===== config.mk =====
export PLATFORM = sky130hd
export DESIGN_NAME = led_pwm_current_control
export DESIGN_NICKNAME = d
export VERILOG_FILES = /design/src/hdl/led_pwm_pkg.sv /design/src/hdl/led_pwm_current_control.sv /design/src/hdl/trim_nvm.sv
export SDC_FILE = /design/constraint.sdc
export NUM_CORES = 1
export LEC_CHECK = 0
export BUFFER_PORTS_ARGS = -buffer_cell sky130_fd_sc_hd__buf_2
export CAP_MARGIN = 20
export CORE_AREA = 2 2 200 202
export DETAILED_ROUTE_END_ITERATION = 8
export DIE_AREA = 0 0 202 204
export PLACE_DENSITY_LB_ADDON = 0.3
export SLEW_MARGIN = 0
export SYNTH_ARGS = -nofsm -noshare
export SYNTH_HDL_FRONTEND = slang
export SYNTH_HIERARCHICAL = 1
export SYNTH_SLANG_ARGS = --single-unit

===== constraint.sdc =====
create_clock -name MCLK -period 12.8 [get_ports MCLK]
set_clock_uncertainty 0.05 [all_clocks]
set_input_delay 2.56 -clock MCLK [delete_from_list [all_inputs] [get_ports MCLK]]
set_output_delay 2.56 -clock MCLK [all_outputs]
set_load 0.02 [all_outputs]

===== src/hdl/led_pwm_pkg.sv =====
// constants and types shared by the led pwm and current control block
`default_nettype none
package led_pwm_pkg;

    // register byte offsets on the axi4-lite slave
    localparam logic [5:0] OFS_CTRL   = 6'h00;
    localparam logic [5:0] OFS_SCALE  = 6'h04;
    localparam logic [5:0] OFS_TRIM0  = 6'h08;
    localparam logic [5:0] OFS_TRIM1  = 6'h0c;
    localparam logic [5:0] OFS_TRIM2  = 6'h10;
    localparam logic [5:0] OFS_DUTY0  = 6'h14;
    localparam logic [5:0] OFS_DUTY1  = 6'h18;
    localparam logic [5:0] OFS_DUTY2  = 6'h1c;
    localparam logic [5:0] OFS_STATUS = 6'h20;

    // control register fields
    localparam int CTRL_LATCH_BIT  = 0;
    localparam int CTRL_STORE_BIT  = 1;
    localparam int CTRL_CLKSEL_BIT = 9;

    // status register fields
    localparam int STAT_CNT_LSB  = 0;
    localparam int STAT_RUN_BIT  = 16;
    localparam int STAT_BUSY_BIT = 17;

    // code widths and values after reset
    localparam int          TRIM_W    = 7;
    localparam int          DUTY_W    = 12;
    localparam int          LEVEL_W   = 14;
    localparam int          NUM_CH    = 3;
    localparam logic [6:0]  SCALE_RST = 7'h7f;
    localparam logic [6:0]  TRIM_INIT = 7'h7f;
    localparam logic [11:0] DUTY_RST  = 12'h000;
    localparam logic [11:0] DUTY_MAX  = 12'hfff;

    // duty tick from the internal oscillator: two oscillator periods
    localparam int OSC_PERIOD_NS    = 200;
    localparam int CLK_PERIOD_NS    = 8;
    localparam int DUTY_TICK_CYCLES = (2 * OSC_PERIOD_NS) / CLK_PERIOD_NS;

    // axi response codes
    localparam logic [1:0] RESP_OKAY   = 2'h0;
    localparam logic [1:0] RESP_SLVERR = 2'h2;

    typedef enum logic [2:0] {
        ST_LOAD  = 3'h1,
        ST_IDLE  = 3'h2,
        ST_STORE = 3'h4
    } nvm_state_t;

endpackage

`default_nettype wire


===== src/hdl/led_pwm_current_control.sv =====
// three-channel duty generator with trim and scale current codes
`timescale 1ns/10ps
`default_nettype none

module led_pwm_current_control (
    input  wire logic        MCLK,
    input  wire logic        RST_N,
    input  wire logic [5:0]  AWADDR,
    input  wire logic        AWVALID,
    output logic             AWREADY,
    input  wire logic [31:0] WDATA,
    input  wire logic [3:0]  WSTRB,
    input  wire logic        WVALID,
    output logic             WREADY,
    output logic      [1:0]  BRESP,
    output logic             BVALID,
    input  wire logic        BREADY,
    input  wire logic [5:0]  ARADDR,
    input  wire logic        ARVALID,
    output logic             ARREADY,
    output logic      [31:0] RDATA,
    output logic      [1:0]  RRESP,
    output logic             RVALID,
    input  wire logic        RREADY,
    input  wire logic        DIFF_CLOCK_IN_POS,
    input  wire logic        DIFF_CLOCK_IN_NEG,
    output logic      [2:0]  SINK_OUTPUT_OF_CHANNEL,
    output logic      [13:0] CURRENT_LEVEL_0,
    output logic      [13:0] CURRENT_LEVEL_1,
    output logic      [13:0] CURRENT_LEVEL_2
);

    typedef struct packed {
        led_pwm_pkg::nvm_state_t st;
        logic [1:0]              idx;
        logic [1:0]              rd_idx;
        logic                    rd_pend;
        logic                    awready;
        logic                    wready;
        logic                    bvalid;
        logic [1:0]              bresp;
        logic                    arready;
        logic                    rvalid;
        logic [1:0]              rresp;
        logic [31:0]             rdata;
        logic                    aw_have;
        logic                    w_have;
        logic [5:0]              aw_addr;
        logic [31:0]             w_data;
        logic [3:0]              w_strb;
        logic                    clk_sel;
        logic [6:0]              scale;
        logic [2:0][6:0]         trim;
        logic [2:0][11:0]        duty;
        logic [7:0]              osc_cnt;
        logic                    sck_prev;
        logic                    armed;
        logic                    running;
        logic [11:0]             cnt;
        logic [2:0]              sink;
        logic [2:0][13:0]        level;
    } ctl_r_t;

    ctl_r_t r;
    ctl_r_t n;

    logic       mem_re;
    logic       mem_we;
    logic [1:0] mem_waddr;
    logic [6:0] mem_wdata;
    logic [6:0] mem_rdata;

    // load walks the three words, store writes them back one a cycle
    assign mem_re    = (r.st == led_pwm_pkg::ST_LOAD) && (r.idx < 2'd3);
    assign mem_we    = (r.st == led_pwm_pkg::ST_STORE);
    assign mem_waddr = r.idx;
    assign mem_wdata = r.trim[r.idx];

    trim_nvm #(
        .W     (led_pwm_pkg::TRIM_W),
        .DEPTH (led_pwm_pkg::NUM_CH),
        .INIT  (led_pwm_pkg::TRIM_INIT)
    ) u_nvm (
        .clk   (MCLK),
        .rst_n (RST_N),
        .we    (mem_we),
        .waddr (mem_waddr),
        .wdata (mem_wdata),
        .re    (mem_re),
        .raddr (r.idx),
        .rdata (mem_rdata)
    );

    // byte-lane merge of a write into a register's old value
    function automatic logic [31:0] merge(
        input logic [31:0] old,
        input logic [31:0] data,
        input logic [3:0]  strb
    );
        logic [31:0] lane_mask;
        lane_mask = {{8{strb[3]}}, {8{strb[2]}}, {8{strb[1]}}, {8{strb[0]}}};
        return (data & lane_mask) | (old & ~lane_mask);
    endfunction

    logic        wr_go;
    logic        latch;
    logic        store_req;
    logic        tick;
    logic        tick_int;
    logic        sck_hi;
    logic [31:0] wr_val;
    logic [11:0] cnt_inc;

    always_comb
    begin
        n         = r;
        latch     = 1'b0;
        store_req = 1'b0;
        wr_val    = '0;
        cnt_inc   = r.cnt + 12'h001;

        // write channel: address and data taken in either order
        if (r.awready && AWVALID)
        begin
            n.aw_have = 1'b1;
            n.aw_addr = AWADDR;
        end
        if (r.wready && WVALID)
        begin
            n.w_have = 1'b1;
            n.w_data = WDATA;
            n.w_strb = WSTRB;
        end
        if (r.bvalid && BREADY)
        begin
            n.bvalid = 1'b0;
        end

        wr_go = r.aw_have && r.w_have && !r.bvalid;
        if (wr_go)
        begin
            n.aw_have = 1'b0;
            n.w_have  = 1'b0;
            n.bvalid  = 1'b1;
            n.bresp   = led_pwm_pkg::RESP_OKAY;
            case (r.aw_addr)
                led_pwm_pkg::OFS_CTRL:
                begin
                    wr_val    = merge({22'h0, r.clk_sel, 9'h0}, r.w_data, r.w_strb);
                    n.clk_sel = wr_val[led_pwm_pkg::CTRL_CLKSEL_BIT];
                    latch     = wr_val[led_pwm_pkg::CTRL_LATCH_BIT];
                    store_req = wr_val[led_pwm_pkg::CTRL_STORE_BIT];
                end
                led_pwm_pkg::OFS_SCALE:
                begin
                    // held only in flops, never written to the store
                    wr_val  = merge({25'h0, r.scale}, r.w_data, r.w_strb);
                    n.scale = wr_val[6:0];
                end
                led_pwm_pkg::OFS_TRIM0,
                led_pwm_pkg::OFS_TRIM1,
                led_pwm_pkg::OFS_TRIM2:
                begin
                    wr_val = merge({25'h0, r.trim[r.aw_addr[4:2] - 3'h2]},
                                   r.w_data, r.w_strb);
                    n.trim[r.aw_addr[4:2] - 3'h2] = wr_val[6:0];
                end
                led_pwm_pkg::OFS_DUTY0,
                led_pwm_pkg::OFS_DUTY1,
                led_pwm_pkg::OFS_DUTY2:
                begin
                    wr_val = merge({20'h0, r.duty[r.aw_addr[4:2] - 3'h5]},
                                   r.w_data, r.w_strb);
                    n.duty[r.aw_addr[4:2] - 3'h5] = wr_val[11:0];
                end
                led_pwm_pkg::OFS_STATUS: n.bresp = led_pwm_pkg::RESP_OKAY;
                default:                 n.bresp = led_pwm_pkg::RESP_SLVERR;
            endcase
        end
        n.awready = !n.aw_have && !n.bvalid;
        n.wready  = !n.w_have && !n.bvalid;

        // read channel: one read outstanding, answered the next cycle
        if (r.rvalid && RREADY)
        begin
            n.rvalid  = 1'b0;
            n.arready = 1'b1;
        end
        if (r.arready && ARVALID)
        begin
            n.arready = 1'b0;
            n.rvalid  = 1'b1;
            n.rresp   = led_pwm_pkg::RESP_OKAY;
            n.rdata   = '0;
            case (ARADDR)
                led_pwm_pkg::OFS_CTRL:   n.rdata[led_pwm_pkg::CTRL_CLKSEL_BIT] = r.clk_sel;
                led_pwm_pkg::OFS_SCALE:  n.rdata = {25'h0, r.scale};
                led_pwm_pkg::OFS_TRIM0:  n.rdata = {25'h0, r.trim[0]};
                led_pwm_pkg::OFS_TRIM1:  n.rdata = {25'h0, r.trim[1]};
                led_pwm_pkg::OFS_TRIM2:  n.rdata = {25'h0, r.trim[2]};
                led_pwm_pkg::OFS_DUTY0:  n.rdata = {20'h0, r.duty[0]};
                led_pwm_pkg::OFS_DUTY1:  n.rdata = {20'h0, r.duty[1]};
                led_pwm_pkg::OFS_DUTY2:  n.rdata = {20'h0, r.duty[2]};
                led_pwm_pkg::OFS_STATUS:
                begin
                    n.rdata[led_pwm_pkg::STAT_CNT_LSB +: 12] = r.cnt;
                    n.rdata[led_pwm_pkg::STAT_RUN_BIT]       = r.running;
                    n.rdata[led_pwm_pkg::STAT_BUSY_BIT]      =
                        (r.st != led_pwm_pkg::ST_IDLE);
                end
                default: n.rresp = led_pwm_pkg::RESP_SLVERR;
            endcase
        end

        // nonvolatile trim load after reset, and save on request
        case (r.st)
            led_pwm_pkg::ST_LOAD:
            begin
                if (r.rd_pend)
                begin
                    n.trim[r.rd_idx] = mem_rdata;
                end
                n.rd_pend = (r.idx < 2'd3);
                n.rd_idx  = r.idx;
                if (r.idx < 2'd3)
                begin
                    n.idx = r.idx + 2'd1;
                end
                else if (!r.rd_pend)
                begin
                    n.st  = led_pwm_pkg::ST_IDLE;
                    n.idx = 2'd0;
                end
            end
            led_pwm_pkg::ST_IDLE:
            begin
                if (store_req)
                begin
                    n.st  = led_pwm_pkg::ST_STORE;
                    n.idx = 2'd0;
                end
            end
            led_pwm_pkg::ST_STORE:
            begin
                // trims written during a save go out as they stand
                n.idx = r.idx + 2'd1;
                if (r.idx == 2'd2)
                begin
                    n.st  = led_pwm_pkg::ST_IDLE;
                    n.idx = 2'd0;
                end
            end
            default:
            begin
                n.st  = led_pwm_pkg::ST_IDLE;
                n.idx = 2'd0;
            end
        endcase

        // current codes refresh on a latch or when the power-on load ends
        if (latch || (r.st == led_pwm_pkg::ST_LOAD && n.st == led_pwm_pkg::ST_IDLE))
        begin
            for (int c = 0; c < led_pwm_pkg::NUM_CH; c++)
            begin
                n.level[c] = {7'h0, n.trim[c]} * {7'h0, n.scale};
            end
        end

        // duty tick: free-running divider, or shift-clock rising edge
        sck_hi     = DIFF_CLOCK_IN_POS && !DIFF_CLOCK_IN_NEG;
        n.sck_prev = sck_hi;
        tick_int   = (r.osc_cnt == 8'(led_pwm_pkg::DUTY_TICK_CYCLES - 1));
        n.osc_cnt  = tick_int ? 8'h00 : r.osc_cnt + 8'h01;
        tick       = r.clk_sel ? (sck_hi && !r.sck_prev) : tick_int;

        // a latch restarts the cycle; counting begins at the next tick
        if (latch)
        begin
            n.armed   = 1'b1;
            n.running = 1'b0;
            n.cnt     = 12'h000;
            n.sink    = 3'h0;
        end
        else if (tick && r.armed)
        begin
            n.armed   = 1'b0;
            n.running = 1'b1;
            n.cnt     = 12'h001;
            for (int c = 0; c < led_pwm_pkg::NUM_CH; c++)
            begin
                n.sink[c] = (r.duty[c] != led_pwm_pkg::DUTY_RST);
            end
        end
        else if (tick && r.running)
        begin
            // no auto repeat: the cycle ends after the last code
            if (r.cnt == led_pwm_pkg::DUTY_MAX)
            begin
                n.running = 1'b0;
                n.sink    = 3'h0;
            end
            else
            begin
                n.cnt = cnt_inc;
                for (int c = 0; c < led_pwm_pkg::NUM_CH; c++)
                begin
                    n.sink[c] = r.sink[c] && (cnt_inc <= r.duty[c]);
                end
            end
        end
    end

    always_ff @(posedge MCLK)
    begin
        if (!RST_N)
        begin
            r         <= '0;
            r.st      <= led_pwm_pkg::ST_LOAD;
            r.scale   <= led_pwm_pkg::SCALE_RST;
            r.duty    <= {3{led_pwm_pkg::DUTY_RST}};
            r.awready <= 1'b1;
            r.wready  <= 1'b1;
            r.arready <= 1'b1;
        end
        else
        begin
            r <= n;
        end
    end

    assign AWREADY                = r.awready;
    assign WREADY                 = r.wready;
    assign BVALID                 = r.bvalid;
    assign BRESP                  = r.bresp;
    assign ARREADY                = r.arready;
    assign RVALID                 = r.rvalid;
    assign RRESP                  = r.rresp;
    assign RDATA                  = r.rdata;
    assign SINK_OUTPUT_OF_CHANNEL = r.sink;
    assign CURRENT_LEVEL_0        = r.level[0];
    assign CURRENT_LEVEL_1        = r.level[1];
    assign CURRENT_LEVEL_2        = r.level[2];

endmodule // led_pwm_current_control

`default_nettype wire


===== src/hdl/trim_nvm.sv =====
// nonvolatile store for the per-channel trim codes
`timescale 1ns/10ps
`default_nettype none

module trim_nvm #(
    parameter int         W     = 7,
    parameter int         DEPTH = 3,
    parameter logic [6:0] INIT  = 7'h7f
) (
    input  wire logic                     clk,
    input  wire logic                     rst_n,
    input  wire logic                     we,
    input  wire logic [$clog2(DEPTH)-1:0] waddr,
    input  wire logic [W-1:0]             wdata,
    input  wire logic                     re,
    input  wire logic [$clog2(DEPTH)-1:0] raddr,
    output logic      [W-1:0]             rdata
);

    typedef struct packed {
        logic [DEPTH-1:0][W-1:0] mem;
        logic [W-1:0]            rd_data;
    } nvm_r_t;

    // contents survive reset; only the read register is cleared
    nvm_r_t r = '{mem: {DEPTH{INIT[W-1:0]}}, rd_data: '0};
    nvm_r_t n;

    always_comb
    begin
        n = r;
        if (we)
        begin
            n.mem[waddr] = wdata;
        end
        if (re)
        begin
            n.rd_data = r.mem[raddr];
        end
    end

    always_ff @(posedge clk)
    begin
        if (!rst_n)
        begin
            r.rd_data <= '0;
        end
        else
        begin
            r <= n;
        end
    end

    assign rdata = r.rd_data;

endmodule // trim_nvm

`default_nettype wire

==> flow_metrics.py <==
metrics = {
    "synth": {
        "ys_types": 89,
        "synth-main-ff-cell": "sky130_fd_sc_hd__dfxtp_1",
        "synth-edff-count": 21,
        "syn_avg_cell_area_um2": 8.52,
        "postSynthCellCount": 1858,
        "yosysTopAreaCell": "sky130_fd_sc_hd__dfxtp_1",
        "yosysWarnings": 6,
        "yosysTopAreaCellShare": 0.241,
        "synth.area.top_cells": "sky130_fd_sc_hd__dfxtp_1 (24%), sky130_fd_sc_hd__ha_1 (11%), sky130_fd_sc_hd__fa_1 (9.1%)",
        "synthesis.area_mm2": 0.0158,
        "postSynth.asyncResetShare": 0,
        "synth_sequential_area_ratio": 0.281,
        "ys_ff_latch": 212,
    },
    "run": {
        "maxCapViolations": 0,
    },
    "power_and_ir_drop": {
        "power.share.switching": 0.347,
        "pwr_density_cell_mw_per_mm2": 129,
        "report.power.total_mw": 2.19,
        "share_seq_of_total_power": 0.328,
        "internal_power_mw": 1.43,
        "ir_drop_v": 0.000114,
        "comb_power_share": 0.329,
        "p_leak_nw": 7.91,
        "power.net_switching_mw": 0.759,
        "clock_network_fraction_of_total_power": 0.344,
    },
    "floorplan": {
        "floorplan.die.height_um": 204,
        "core_box_area_mm2": 0.0392,
        "io-pin-count": 143,
        "die_x_um": 202,
        "rows": 73,
        "die-area_mm2": 0.0412,
        "floorplan.initialDensity": 0.404,
    },
    "place": {
        "hpwlAfterDp_mm": 31.7,
        "globalplace.congestion": 0.911,
        "place.port_buffers": 100,
    },
    "drt": {
        "post_drt_wl_per_cell_um": 17.7,
        "drt_pre_antenna_iters": 5,
        "detail_route.drc_violations": 0,
        "drc_marker_count_from_the_first_detailed_route_iteration": 796,
        "routed_wl_mm": 42.3,
        "postRouteAntennaNets": 0,
        "drt-vias-per-instance": 5.40,
        "vias": 12900,
    },
    "grt": {
        "gr-total-overflow": 0,
        "grt_antenna_before_repair": 0,
        "grt_pass1_vias": 12900,
        "grt_usage": 0.208,
        "first_pass_grt_wire_length_mm": 69.8,
        "grt_start_max_net_pins": 61,
    },
    "finish": {
        "layout.nets": 2120,
        "mostFrequentLayoutCells": "sky130_fd_sc_hd__nor2_1 (243), sky130_fd_sc_hd__dfxtp_1 (191), sky130_fd_sc_hd__nand2_1 (176)",
        "layout-drive-gt1-share": 0.121,
        "syn_to_final_growth_pct": 7.55,
        "num_antenna_cells": 0,
        "mostFrequentLayoutCell": "sky130_fd_sc_hd__nor2_1",
    },
    "sta": {
        "final-setup-viol-count": 0,
        "maxSlewHeadroom": 0.311,
        "final_max_slew_viol_count": 0,
        "worst_max_slew_pin_slew_ns": 1.03,
        "achievable-frequency_mhz": 142,
        "post_layout_min_period_ns": 7.06,
        "layout_worst_path_cycle_share": 0.552,
        "rsz0062_at_grt": "false",
        "report.final.hold_viol_count": 0,
        "setup-tns-final_ns": 0,
    },
    "critical_path": {
        "slowest_stage": "sky130_fd_sc_hd__dfxtp_1",
        "cp_data_required_time_ns": 13.15,
        "timing.critical_path.to_type": "register",
        "critical_path_peak_fanout": 20,
        "critPathMaxStageDelay_ns": 0.88,
        "criticalPathCategory": "reg2reg",
        "cp-start-kind": "register",
        "crit_path_cell_trace": "inv_1, ha_1, and3b_1, o2111ai_2, o21ai_0, mux2i_1, or2_2, fa_1, fa_1, inv_1, fa_1, inv_1, fa_1, inv_1, ha_1, nand3_1, nor2_1, a21oi_1, o21ai_0, mux2i_1, a211oi_1",
        "crit_arrival_ns": 7.41,
    },
    "cts": {
        "post_cts_hold_buffers": 0,
        "cts.path.max_buffers": 3,
        "tritoncts.num_buffers": 25,
        "cts_root_buffer": "sky130_fd_sc_hd__clkbuf_16",
        "clk-insertion-delay-late_ns": 0.57,
        "postCtsSetupBuffers": 0,
        "cts_resized": 0,
        "clock_sinks": 212,
        "cts_tree": "done",
        "clk_pin_slew_ns": 0.06,
        "cts_htree_levels": 1,
    },
    "outcome": {
        "run_status": "finished, final reports clean",
    },
    "worst_hold_path": {
        "worstHoldPathType": "reg2reg",
    },
}
==> power by group through the flow <==
stage / clock (mW) / combinational [mW] / sequential, mW
4_1_cts: 0.768 / 0.723 / 0.717
3_3_place_gp: 0 / 0.709 / 0.731
5_1_grt: 0.791 / 0.835 / 0.720
3_5_place_dp: 0 / 0.713 / 0.732
2_1_floorplan: 0 / 0.580 / 0.720
6_report: 0.752 / 0.720 / 0.717
==> worst max-delay path, delay by kind of cell (launching register included) <==
kind / cells / cell delay [ns]
DFF: 1 / 0.88
AOI/OAI and AO/OA: 5 / 1.21
muxes: 2 / 0.92
buffers and inverters: 4 / 0.36
and+or+nand+nor: 4 / 0.73
adders and majority gates: 6 / 2.72
==> cells in the mapped netlist, drive strengths merged (4+ instances only) <==
library cell,instances
nor2,244
dfxtp,191
nand2,177
ha,143
a21oi,123
inv,122
buf,115
o21ai,90
mux2i,82
fa,72
clkbuf,61
nand3,38
or2,37
a211oi,30
xor2,24
edfxtp,21
xnor2,21
a21o,19
a221oi,19
nand4,19
nor2b,17
nor3,16
o211ai,15
and3,14
a22oi,12
a31oi,10
nand2b,10
nor4,10
or3,10
and2,8
a221o,6
a22o,5
a32oi,5
nor3b,5
o22ai,5
a211o,4
and2b,4
and3b,4
and4,4
o2111ai,4
==> stage by stage <==
stage	cells	worst slack, ns	util	cell area (um2)	hold WS (ns)
after global routing	2392	5.23	0.435	17000	0.425
after floorplan	1877	6.70	-	15900	0.376
final	2392	5.74	0.435	17000	0.401
after global placement	2343	5.92	0.412	16200	0.388
after detailed placement	2345	5.82	0.413	16200	0.392
after CTS	2391	5.80	0.435	17000	0.405
==> registers in the layout (all words and copies together), names as in the netlist, named ones only <==
name,cells
CURRENT_LEVEL_2,14
mem_waddr,2
WREADY,1
AWREADY,1
CURRENT_LEVEL_1,14
BRESP,1
RDATA,14
u_nvm/rdata,7
RVALID,1
r,115
BVALID,1
SINK_OUTPUT_OF_CHANNEL,3
u_nvm/r,21
RRESP,1
CURRENT_LEVEL_0,14
ARREADY,1
==> worst paths after layout <==
check	from	depth (start not counted)	endpoint	slack, ns
hold / removal	CURRENT_LEVEL_0[1]	2	CURRENT_LEVEL_0[1]	0.40
hold reg to reg	CURRENT_LEVEL_0[1]	2	CURRENT_LEVEL_0[1]	0.40
setup / recovery	r[172]	21	CURRENT_LEVEL_1[13]	5.74
setup reg to reg	r[172]	21	CURRENT_LEVEL_1[13]	5.74
==> metal layers <==
layer | up-vias | track usage | wire [um]
met5 | - | 0 | 0
met4 | 0 | 0.0481 | 969
met3 | 59 | 0.0247 | 2240
met2 | 367 | 0.345 | 19200
met1 | 6210 | 0.290 | 19900
li1 | 6275 | - | -
==> logic make-up (layout without fill, tap and decap cells) <==
kind of cell,after synthesis,in the layout,synth area share
multiplexers,83,83,0.0540
flip-flops,212,212,0.281
XOR/XNOR,45,45,0.0249
AO/OA/AOI/OAI,373,373,0.154
buffers and inverters,298,288,0.0947
AND/OR/NAND/NOR,631,631,0.187
adder cells (fa/ha/maj),215,215,0.204
other,1,20,0.000237
==> layout make-up <==
cell class | instances | area, um2
Fill cell | 3876 | 22200
Clock inverter | 15 | 205
Inverter | 122 | 460
Multi-Input combinational cell | 1367 | 9960
Sequential cell | 212 | 4450
Tap cell | 525 | 657
Clock buffer | 31 | 648
Timing Repair Buffer | 120 | 648
Note: power is estimated with default switching activity, not from simulation.
